$ cat src/common/mdic_pkg.sv
// Shared constants and types for the gate-driver configuration loader.
// Assumes strap pins arrive as level codes from the analog strap comparators.
package mdic_pkg;

    localparam int MDIC_FRAME_BITS = 16;
    localparam int MDIC_ADDR_BITS = 4;
    localparam int MDIC_DATA_BITS = 11;
    localparam int MDIC_WR_BIT = 15;
    localparam int MDIC_ADDR_LSB = 11;

    // Layout of the synchronised pin vector; bit 0 of each shared pin group is its logic level
    localparam int MDIC_PIN_W = 11;
    localparam int PIN_VDS_LSB = 0;
    localparam int PIN_GAIN_LSB = 2;
    localparam int PIN_IDRV_LSB = 4;
    localparam int PIN_MODE_LSB = 6;
    localparam int PIN_IFSEL_LSB = 8;

    // Interface-select strap level codes
    localparam logic [2:0] IFSEL_GND = 3'h0;
    localparam logic [2:0] IFSEL_60K = 3'h1;
    localparam logic [2:0] IFSEL_120K = 3'h2;
    localparam logic [2:0] IFSEL_BEMF_MIN = 3'h3;
    localparam logic [2:0] IFSEL_VCC = 3'h7;

    // Register addresses and fields
    localparam logic [3:0] ADDR_CTRL = 4'h0;
    localparam logic [3:0] ADDR_DRV = 4'h1;
    localparam logic [3:0] ADDR_STAT = 4'h2;
    localparam logic [10:0] CTRL_RESET = 11'h000;
    localparam logic [10:0] DRV_RESET = 11'h000;
    localparam int CTRL_BEMF_BIT = 0;
    localparam int CTRL_CSMODE_BIT = 1;
    localparam int CTRL_SH_BIT = 2;
    localparam int CTRL_PAIR_LSB = 3;
    localparam int CTRL_BGAIN_LSB = 5;
    localparam int CTRL_CGAIN_LSB = 7;
    localparam int DRV_IDRV_LSB = 0;
    localparam int DRV_VDS_LSB = 2;
    localparam int DRV_DT_LSB = 4;
    localparam int DRV_PWM_BIT = 7;

    // Sample-and-hold phase masks, never more than two phases at once
    localparam logic [1:0] PAIR_C_ONLY = 2'h3;
    localparam logic [2:0] SH_NONE = 3'h0;
    localparam logic [2:0] SH_AB = 3'h3;
    localparam logic [2:0] SH_BC = 3'h6;
    localparam logic [2:0] SH_CA = 3'h5;
    localparam logic [2:0] SH_C = 3'h4;

    // Dead time in ns
    localparam logic [9:0] DT_GND_NS = 10'h064;
    localparam logic [9:0] DT_250_NS = 10'h0fa;
    localparam logic [9:0] DT_450_NS = 10'h1c2;
    localparam logic [9:0] DT_BASE_NS = 10'h064;
    localparam logic [9:0] DT_STEP_NS = 10'h032;

    localparam logic [2:0] SETTLE_CYCLES = 3'h4;

    typedef enum logic [1:0] {
        MDIC_WAIT = 2'b00,
        MDIC_SERIAL = 2'b01,
        MDIC_STRAP = 2'b10
    } mdic_mode_e;

    typedef enum logic [3:0] {
        MDIC_SENSE_NONE = 4'h0,
        MDIC_SENSE_1 = 4'h1,
        MDIC_SENSE_2 = 4'h2,
        MDIC_SENSE_3 = 4'h3,
        MDIC_SENSE_4 = 4'h4,
        MDIC_SENSE_5 = 4'h5,
        MDIC_SENSE_6 = 4'h6,
        MDIC_SENSE_7 = 4'h7,
        MDIC_SENSE_8 = 4'h8,
        MDIC_SENSE_9 = 4'h9
    } mdic_sense_e;

    typedef struct packed {
        logic cs_n;
        logic sclk;
        logic sdi;
    } mdic_spi_pins_s;

    typedef struct packed {
        logic serial;
        logic pwm_mode;
        mdic_sense_e sense_cfg;
        logic back_emf_on;
        logic cs_mode;
        logic [2:0] sh_mask;
        logic amps_continuous;
        logic phase_c_bemf;
        logic [1:0] bemf_gain;
        logic [1:0] cs_gain;
        logic [1:0] idrv;
        logic [1:0] vds_th;
        logic [9:0] dead_time_ns;
    } mdic_settings_s;

    function automatic logic [9:0] mdic_dt_ns(input logic [2:0] code);
        return DT_BASE_NS + DT_STEP_NS * {7'h00, code};
    endfunction : mdic_dt_ns

endpackage : mdic_pkg

$ cat src/hdl/mdic_serial_slave.sv
// Serial slave shift engine, clock phase 0: sample on rising, shift out on falling.
// Assumes all pin inputs are already synchronised to clock_in.
`timescale 1ns/1ps
`default_nettype none
module mdic_serial_slave import mdic_pkg::*; #(
    parameter int FRAME_BITS = MDIC_FRAME_BITS
) (
    input wire logic clock_in,
    input wire logic reset_n_in,
    input wire logic ce_in,
    input wire logic enable_in,
    input wire mdic_spi_pins_s pins_in,
    input wire logic [FRAME_BITS-1:0] tx_word_in,
    output logic frame_valid_out,
    output logic [FRAME_BITS-1:0] rx_word_out,
    output logic sdo_out,
    output logic sdo_oe_out
);
    localparam int CW = $clog2(FRAME_BITS + 2);

    if (FRAME_BITS < 2) begin : g_check
        $error("mdic_serial_slave: FRAME_BITS too small");
    end

    typedef struct packed {
        logic sclk_q;
        logic cs_n_q;
        logic [CW-1:0] count;
        logic [FRAME_BITS-1:0] rx_sh;
        logic [FRAME_BITS-1:0] tx_sh;
        logic sdo;
        logic oe;
        logic valid;
        logic [FRAME_BITS-1:0] rx;
    } mdic_slave_s;

    mdic_slave_s s;
    mdic_slave_s next_s;

    always_comb begin
        next_s = s;
        next_s.valid = 1'b0;
        next_s.sclk_q = pins_in.sclk;
        next_s.cs_n_q = enable_in ? pins_in.cs_n : 1'b1;
        if (!enable_in) begin
            next_s.count = '0;
            next_s.oe = 1'b0;
            next_s.sdo = 1'b0;
        end else if (pins_in.cs_n) begin
            next_s.oe = 1'b0;
            // Only an exact word is accepted; short or long frames vanish
            if (!s.cs_n_q && s.count == CW'(FRAME_BITS)) begin
                next_s.valid = 1'b1;
                next_s.rx = s.rx_sh;
            end
        end else if (s.cs_n_q) begin
            next_s.count = '0;
            next_s.tx_sh = tx_word_in;
            next_s.sdo = tx_word_in[FRAME_BITS-1];
            next_s.oe = 1'b1;
        end else if (pins_in.sclk && !s.sclk_q) begin
            // Clock idle between two byte transfers keeps the count running
            next_s.rx_sh = {s.rx_sh[FRAME_BITS-2:0], pins_in.sdi};
            if (s.count <= CW'(FRAME_BITS)) begin
                next_s.count = s.count + 1'b1;
            end
        end else if (!pins_in.sclk && s.sclk_q) begin
            next_s.tx_sh = {s.tx_sh[FRAME_BITS-2:0], 1'b0};
            next_s.sdo = s.tx_sh[FRAME_BITS-2];
        end
    end

    always_ff @(posedge clock_in) begin
        if (!reset_n_in) begin
            s <= '0;
        end else if (ce_in) begin
            s <= next_s;
        end
    end

    assign frame_valid_out = s.valid;
    assign rx_word_out = s.rx;
    assign sdo_out = s.sdo;
    assign sdo_oe_out = s.oe;
endmodule : mdic_serial_slave
`default_nettype wire

$ cat src/hdl/mdic_config.sv
// Configuration loader: picks serial or strap setup and decodes driver settings.
// Assumes strap inputs are comparator level codes, asynchronous to clock_in.
// How it works
// - Select strap at supply level gives serial mode, settings from serial registers.
// - Select strap at ground or through resistor gives strap mode.
// - Four-wire serial port is slave only; never drives the clock.
// - In serial mode the shared strap pins become data, clock and select.
// - Every serial frame carries exactly one sixteen-bit word.
// - In strap mode the select strap sets dead time and back-EMF enable.
// - Straps set source current, input mode, sensing, gain and overcurrent threshold.
// - Nine sensing configurations in serial mode, four in strap mode.
// - Configuration 6 senses three currents continuously, no hold, back-EMF off.
// - All three sensing bits at zero select configuration 6.
// - Serial power-up clears the sensing bits, starting in configuration 6.
// - In strap mode 60.4k gives 250 ns, 120k gives 450 ns.
// - Mode strap high selects PWM input mode, low selects separate high/low mode.
// - Sample-and-hold may trigger on at most two phases together.
// - Back-EMF path has four gains and leaves on the phase C output.
`timescale 1ns/1ps
`default_nettype none
module mdic_config import mdic_pkg::*; #(
    parameter int FRAME_BITS = MDIC_FRAME_BITS
) (
    input wire logic clock_in,
    input wire logic reset_n_in,
    input wire logic ce_in,
    input wire logic [2:0] interface_select_strap_in,
    input wire logic [1:0] source_current_strap_or_serial_in_in,
    input wire logic [1:0] input_mode_strap_or_serial_out_in,
    input wire logic [1:0] gain_strap_or_serial_clock_in,
    input wire logic [1:0] threshold_strap_or_chip_select_in,
    output logic input_mode_strap_or_serial_out_out,
    output logic input_mode_strap_or_serial_out_oe_out,
    output logic config_valid_out,
    output mdic_settings_s settings_out
);
    if (FRAME_BITS != MDIC_FRAME_BITS) begin : g_check
        $error("mdic_config: register layout needs a 16-bit frame");
    end

    typedef struct packed {
        logic [MDIC_PIN_W-1:0] sync1;
        logic [MDIC_PIN_W-1:0] sync2;
        mdic_mode_e mode;
        logic [2:0] settle;
        logic [2:0] strap_ifsel;
        logic [1:0] strap_mode;
        logic [1:0] strap_idrv;
        logic [1:0] strap_gain;
        logic [1:0] strap_vds;
        logic [MDIC_DATA_BITS-1:0] ctrl;
        logic [MDIC_DATA_BITS-1:0] drv;
        logic [FRAME_BITS-1:0] tx_word;
        logic valid;
        mdic_settings_s set;
    } mdic_state_s;

    mdic_state_s s;
    mdic_state_s next_s;
    mdic_spi_pins_s spi_pins;
    logic frame_valid;
    logic [FRAME_BITS-1:0] rx_word;

    // Shared pins reach the serial engine only from the second sync stage
    assign spi_pins.cs_n = s.sync2[PIN_VDS_LSB];
    assign spi_pins.sclk = s.sync2[PIN_GAIN_LSB];
    assign spi_pins.sdi = s.sync2[PIN_IDRV_LSB];

    mdic_serial_slave #(
        .FRAME_BITS(FRAME_BITS)
    ) u_slave (
        .clock_in(clock_in),
        .reset_n_in(reset_n_in),
        .ce_in(ce_in),
        .enable_in(s.mode == MDIC_SERIAL),
        .pins_in(spi_pins),
        .tx_word_in(s.tx_word),
        .frame_valid_out(frame_valid),
        .rx_word_out(rx_word),
        .sdo_out(input_mode_strap_or_serial_out_out),
        .sdo_oe_out(input_mode_strap_or_serial_out_oe_out)
    );

    always_comb begin
        logic [3:0] addr;
        logic [MDIC_DATA_BITS-1:0] rdata;
        logic [1:0] pair;
        logic rdson;
        addr = rx_word[MDIC_ADDR_LSB +: MDIC_ADDR_BITS];
        rdata = '0;
        pair = s.ctrl[CTRL_PAIR_LSB +: 2];
        rdson = s.strap_mode[1] ^ s.strap_mode[0];
        next_s = s;
        next_s.sync1 = {interface_select_strap_in, input_mode_strap_or_serial_out_in,
                        source_current_strap_or_serial_in_in, gain_strap_or_serial_clock_in,
                        threshold_strap_or_chip_select_in};
        next_s.sync2 = s.sync1;

        case (addr)
            ADDR_CTRL: rdata = s.ctrl;
            ADDR_DRV: rdata = s.drv;
            ADDR_STAT: rdata = {1'b0, s.set.serial, s.set.pwm_mode, s.set.sh_mask,
                                s.set.back_emf_on, s.set.sense_cfg};
            default: rdata = '0;
        endcase

        case (s.mode)
            MDIC_WAIT: begin
                // Wait until both sync stages hold real pin levels, then latch once
                if (s.settle == SETTLE_CYCLES) begin
                    next_s.strap_ifsel = s.sync2[PIN_IFSEL_LSB +: 3];
                    next_s.strap_mode = s.sync2[PIN_MODE_LSB +: 2];
                    next_s.strap_idrv = s.sync2[PIN_IDRV_LSB +: 2];
                    next_s.strap_gain = s.sync2[PIN_GAIN_LSB +: 2];
                    next_s.strap_vds = s.sync2[PIN_VDS_LSB +: 2];
                    if (s.sync2[PIN_IFSEL_LSB +: 3] == IFSEL_VCC) begin
                        next_s.mode = MDIC_SERIAL;
                    end else begin
                        next_s.mode = MDIC_STRAP;
                    end
                end else begin
                    next_s.settle = s.settle + 1'b1;
                end
            end
            MDIC_SERIAL: begin
                if (frame_valid) begin
                    if (!rx_word[MDIC_WR_BIT]) begin
                        if (addr == ADDR_CTRL) begin
                            next_s.ctrl = rx_word[MDIC_DATA_BITS-1:0];
                        end else if (addr == ADDR_DRV) begin
                            next_s.drv = rx_word[MDIC_DATA_BITS-1:0];
                        end
                    end
                    // Reply goes out in the following frame
                    next_s.tx_word = {1'b0, addr, rdata};
                end
            end
            MDIC_STRAP: begin
                next_s.mode = MDIC_STRAP;
            end
            default: begin
                next_s.mode = MDIC_WAIT;
            end
        endcase

        next_s.valid = (s.mode != MDIC_WAIT);
        next_s.set = '0;
        if (s.mode == MDIC_SERIAL) begin
            next_s.set.serial = 1'b1;
            next_s.set.back_emf_on = s.ctrl[CTRL_BEMF_BIT];
            next_s.set.cs_mode = s.ctrl[CTRL_CSMODE_BIT];
            next_s.set.bemf_gain = s.ctrl[CTRL_BGAIN_LSB +: 2];
            next_s.set.cs_gain = s.ctrl[CTRL_CGAIN_LSB +: 2];
            next_s.set.idrv = s.drv[DRV_IDRV_LSB +: 2];
            next_s.set.vds_th = s.drv[DRV_VDS_LSB +: 2];
            next_s.set.dead_time_ns = mdic_dt_ns(s.drv[DRV_DT_LSB +: 3]);
            next_s.set.pwm_mode = s.drv[DRV_PWM_BIT];
            if (s.ctrl[CTRL_SH_BIT]) begin
                case (pair)
                    2'h0: next_s.set.sh_mask = SH_AB;
                    2'h1: next_s.set.sh_mask = SH_BC;
                    2'h2: next_s.set.sh_mask = SH_CA;
                    default: next_s.set.sh_mask = SH_C;
                endcase
            end
            case ({s.ctrl[CTRL_BEMF_BIT], s.ctrl[CTRL_CSMODE_BIT], s.ctrl[CTRL_SH_BIT]})
                3'b000: next_s.set.sense_cfg = MDIC_SENSE_6;
                3'b001: next_s.set.sense_cfg = (pair == PAIR_C_ONLY) ? MDIC_SENSE_5
                                                                    : MDIC_SENSE_7;
                3'b010: next_s.set.sense_cfg = MDIC_SENSE_8;
                3'b011: next_s.set.sense_cfg = MDIC_SENSE_9;
                3'b100: next_s.set.sense_cfg = MDIC_SENSE_1;
                3'b101: next_s.set.sense_cfg = MDIC_SENSE_2;
                3'b110: next_s.set.sense_cfg = MDIC_SENSE_3;
                default: next_s.set.sense_cfg = MDIC_SENSE_4;
            endcase
        end else if (s.mode == MDIC_STRAP) begin
            next_s.set.back_emf_on = (s.strap_ifsel >= IFSEL_BEMF_MIN);
            next_s.set.cs_mode = rdson;
            next_s.set.pwm_mode = s.strap_mode[1];
            next_s.set.idrv = s.strap_idrv;
            next_s.set.cs_gain = s.strap_gain;
            next_s.set.vds_th = s.strap_vds;
            if (s.strap_ifsel == IFSEL_GND) begin
                next_s.set.dead_time_ns = DT_GND_NS;
            end else begin
                next_s.set.dead_time_ns = s.strap_ifsel[0] ? DT_250_NS : DT_450_NS;
            end
            // Strap mode has no hold control, so only four combinations exist
            if (s.strap_ifsel >= IFSEL_BEMF_MIN) begin
                next_s.set.sense_cfg = rdson ? MDIC_SENSE_3 : MDIC_SENSE_1;
            end else begin
                next_s.set.sense_cfg = rdson ? MDIC_SENSE_8 : MDIC_SENSE_6;
            end
        end
        // Without any hold and with back-EMF off the amplifiers stream straight to their pins
        next_s.set.amps_continuous = (next_s.set.sh_mask == SH_NONE) && !next_s.set.back_emf_on;
        next_s.set.phase_c_bemf = next_s.set.back_emf_on;
    end

    always_ff @(posedge clock_in) begin
        if (!reset_n_in) begin
            s <= '0;
            s.ctrl <= CTRL_RESET;
            s.drv <= DRV_RESET;
        end else if (ce_in) begin
            s <= next_s;
        end
    end

    assign config_valid_out = s.valid;
    assign settings_out = s.set;
endmodule : mdic_config
`default_nettype wire

$ cat config.mk
export PLATFORM = sky130hd
export DESIGN_NAME = mdic_config
export DESIGN_NICKNAME = d
export VERILOG_FILES = /design/src/common/mdic_pkg.sv /design/src/hdl/mdic_serial_slave.sv /design/src/hdl/mdic_config.sv
export SDC_FILE = /design/constraint.sdc
export NUM_CORES = 1
export LEC_CHECK = 0
export ABC_AREA = 1
export BUFFER_PORTS_ARGS = -buffer_cell sky130_fd_sc_hd__buf_2
export CAP_MARGIN = 20
export CORE_MARGIN = 2
export CORE_UTILIZATION = 30
export CTS_CLUSTER_SIZE = 16
export DETAILED_ROUTE_END_ITERATION = 10
export RECOVER_POWER = 50
export SLEW_MARGIN = 10
export SYNTH_ARGS = -nofsm -noshare
export SYNTH_HDL_FRONTEND = slang
export SYNTH_SLANG_ARGS = --single-unit
$ cat constraint.sdc
create_clock -name clock_in -period 2.15 [get_ports clock_in]
set_clock_uncertainty 0.05 [all_clocks]
set_input_delay 0.1075 -clock clock_in [delete_from_list [all_inputs] [get_ports clock_in]]
set_output_delay 0.1075 -clock clock_in [all_outputs]
set_load 0.01 [all_outputs]
==> results.toml <==
[run_status]
outcome = "complete, no violations"

[yosys]
synth_cell_types = 39
syn_area_um2 = 7070
ys_seq_elements = 162
synth_top_area_share_pct = 45.9
yosys_warnings = 0
synth_top_area_cell = "dfxtp_1"
seq_area_frac_synth_pct = 45.9
synthesis.nets = 983
synth_area_leaders = "dfxtp_1 46%, nor2_1 10%, o21ai_0 8.3%, nand2_1 7.7%, a21oi_1 4.7%"
postSynthCellCount = 957
avgSynthCellArea_um2 = 7.39

[cells_and_area]
fin_util_pct = 34.2
num-nets-final = 996
antenna_cells = 0
syn_to_final_growth_pct = 12.9
layout-drive-gt1-share_pct = 8.14
nFillCells = 2512
final_common_cell = "nor2_1"
mostFrequentLayoutCells = "192 x nor2_1, 162 x dfxtp_1, 147 x nand2_1"

[global_routing]
grt_pass1_wl_um = 27700
grt_max_degree = 124
antenna_found_initial = 0
grt_pass1_vias = 5516
grt_usage_pct = 14.1
grt_overflow = 0

[clock_tree]
cts_resized = 0
insertion_delay_ns = 0.43
cts_buffers = 17
cts_max_level = 4
postCtsHoldBufs = 11
clock-sinks = 162
root_buffer = "clkbuf_16"
cts_setup_buffers = 0
clockBufferDepth = 2
cts_tree = "yes"
clkTransAtPathRegs_ns = 0.07

[critical_path]
path_buf_inv = 2
critical_path_required_ns = 2.46
cp-start-kind = "register"
critPathMaxFanout = 10
critPathArrivalTime_ns = 2.27
path_cells = "inv_1, nand2_4, nor2_1, clkbuf_1, o211ai_1, a21oi_1"
crit_type = "reg -> reg"
cp_slowest_stage_delay_ns = 0.49
critical-path-top-delay-family = "simple AND/OR/NAND/NOR gates"
endpoint_kind = "register"
cpMaxStageDelayCell = "nor2_1"

[sta]
final_hold_viol_count = 0
finalSetupViolations = 0
setup_slack_ns = 0.194
setup_tns_ns = 0
slew_headroom_pct = 33.3
max_freq_ghz = 0.511
period_minus_slack_ns = 1.96
maxSlewViolCount = 0
fin_crit_sh_pct = 91.0
rsz0062_at_grt = "false"
tightest_slew_ns = 1.00

[pwr]
powerDensity_nw_per_um2 = 813
p_sw_share_pct = 22.9
p_int_mw = 5.01
p_sw_mw = 1.49
pwr-share-seq_pct = 47.5
leakagePower_nw = 3.12
irDropWorstVdd_mv = 0.572
clockPowerShare_pct = 48.0
combPwrFrac_pct = 4.5

[floorplan]
die_h_um = 158
fp-row-count = 56
dieArea_um2 = 24800
initial_core_util_pct = 30.3
die_x_um = 158
core_um2 = 23300
io_pins = 48

[route]
drc_errors = 0
drt_pass1_iterations = 5
wl_um = 17000
viasPerCell = 4.58
wl_per_cell_um = 13.1
final_antenna_net_count = 0
via_count = 5964
drtIter0Drc = 402

[min_path]
hp-class = "in -> reg"

[flow_run]
drv_cap = 0

[place]
dp_hpwl_um = 11600
port_buffers = 46
place_congestion = 0.800
dp_slack_ns = 0.199
==> power groups by stage <==
stage                     combinational [mW]  sequential, mW  clock, mW
after floorplan                        0.211            3.14          0
after global placement                 0.282            3.15          0
after detailed placement               0.284            3.15          0
after CTS                              0.301            3.08       3.17
after global routing                   0.332            3.09       3.28
final                                  0.292            3.08       3.12
==> stage by stage <==
step / power, mW / std cells / hold slack [ns] / instance area [µm²]
after CTS: 6.55 / 1302 / 0.150 / 8070
after global routing: 6.71 / 1302 / 0.171 / 7990
final: 6.49 / 1302 / 0.154 / 7990
after floorplan: 3.35 / 957 / 0.192 / 7070
after detailed placement: 3.43 / 1259 / 0.286 / 7350
after global placement: 3.43 / 1259 / 0.279 / 7350
==> synth_stat cells <==
library cell	number
nor2_1	190
dfxtp_1	162
nand2_1	146
o21ai_0	117
a21oi_1	66
nand3_1	56
inv_1	55
buf_4	36
clkbuf_1	22
ha_1	12
o21ai_1	10
buf_2	8
inv_2	8
o211ai_1	8
a31oi_1	7
nor2_4	7
buf_1	6
buf_6	5
a211oi_1	3
nand2_2	3
o221ai_1	3
xor2_1	3
clkinv_2	2
nand2_4	2
nand3b_1	2
nand4_1	2
nor2_2	2
nor3_1	2
or2_2	2
a21o_1	1
clkbuf_2	1
clkinv_1	1
conb_1	1
nand3_2	1
nand3_4	1
nand4_4	1
nor3_2	1
o21a_1	1
o22ai_1	1
==> sequential cells by signal, summed over array words and instances (netlist names) <==
name and flops:
u_slave.sdo_oe_out 1, u_slave.rx_word_out 16, u_slave.s 38, config_valid_out 1, u_slave.frame_valid_out 1, u_slave.sdo_out 1
settings_out 29, s 64, next_s 11
==> worst register-to-register path: stages, from the launching register on <==
cell and delay, ns:
dfxtp_1 0.38, inv_1 0.23, nand2_4 0.15, nor2_1 0.49, clkbuf_1 0.31, o211ai_1 0.14, a21oi_1 0.13
==> layout make-up <==
type,count,area (µm²),share of cell area (%)
Sequential cell,162,3240,40.6
Multi-Input combinational cell,651,3080,38.6
Clock buffer,20,447,5.59
Timing Repair Buffer,72,410,5.14
Tap cell,319,399,5.00
Inverter,66,250,3.13
Clock inverter,12,158,1.97
==> cells by family (layout without fill, tap and decap cells) <==
logic type	count (synthesis)	count (layout)	share of synthesized area [%]
compound gates	217	217	16.1
xor+xnor	3	3	0.372
fa+ha+maj	12	12	2.12
buf+inv	144	170	10.3
flops	162	162	45.9
other cells	1	1	0.0530
simple gates	418	418	25.2
==> routing by layer <==
| layer | GRT usage [%] | wire [µm] | up-vias |
|---|---|---|---|
| met5 | 0 | 0 | - |
| met1 | 19.5 | 8720 | 2707 |
| li1 | - | - | 3119 |
| met4 | 6.06 | 307 | 0 |
| met3 | 3.22 | 643 | 22 |
| met2 | 21.1 | 7340 | 116 |
==> path summary, 6_finish.rpt <==
| path | startpoint | endpoint | slack, ns | cells past startpoint |
|---|---|---|---|---|
| min reg2reg | s[58]$_SDFFE_PN0P_ | s[58]$_SDFFE_PN0P_ | 0.40 | 2 |
| max | s[85]$_SDFFE_PN0P_ | settings_out[22]$_SDFFE_PN0P_ | 0.19 | 6 |
| min | ce_in | next_s[88]$_SDFFE_PN0P_ | 0.15 | 3 |
| max reg2reg | s[85]$_SDFFE_PN0P_ | settings_out[22]$_SDFFE_PN0P_ | 0.19 | 6 |
Power figures use the tool's default switching activity.
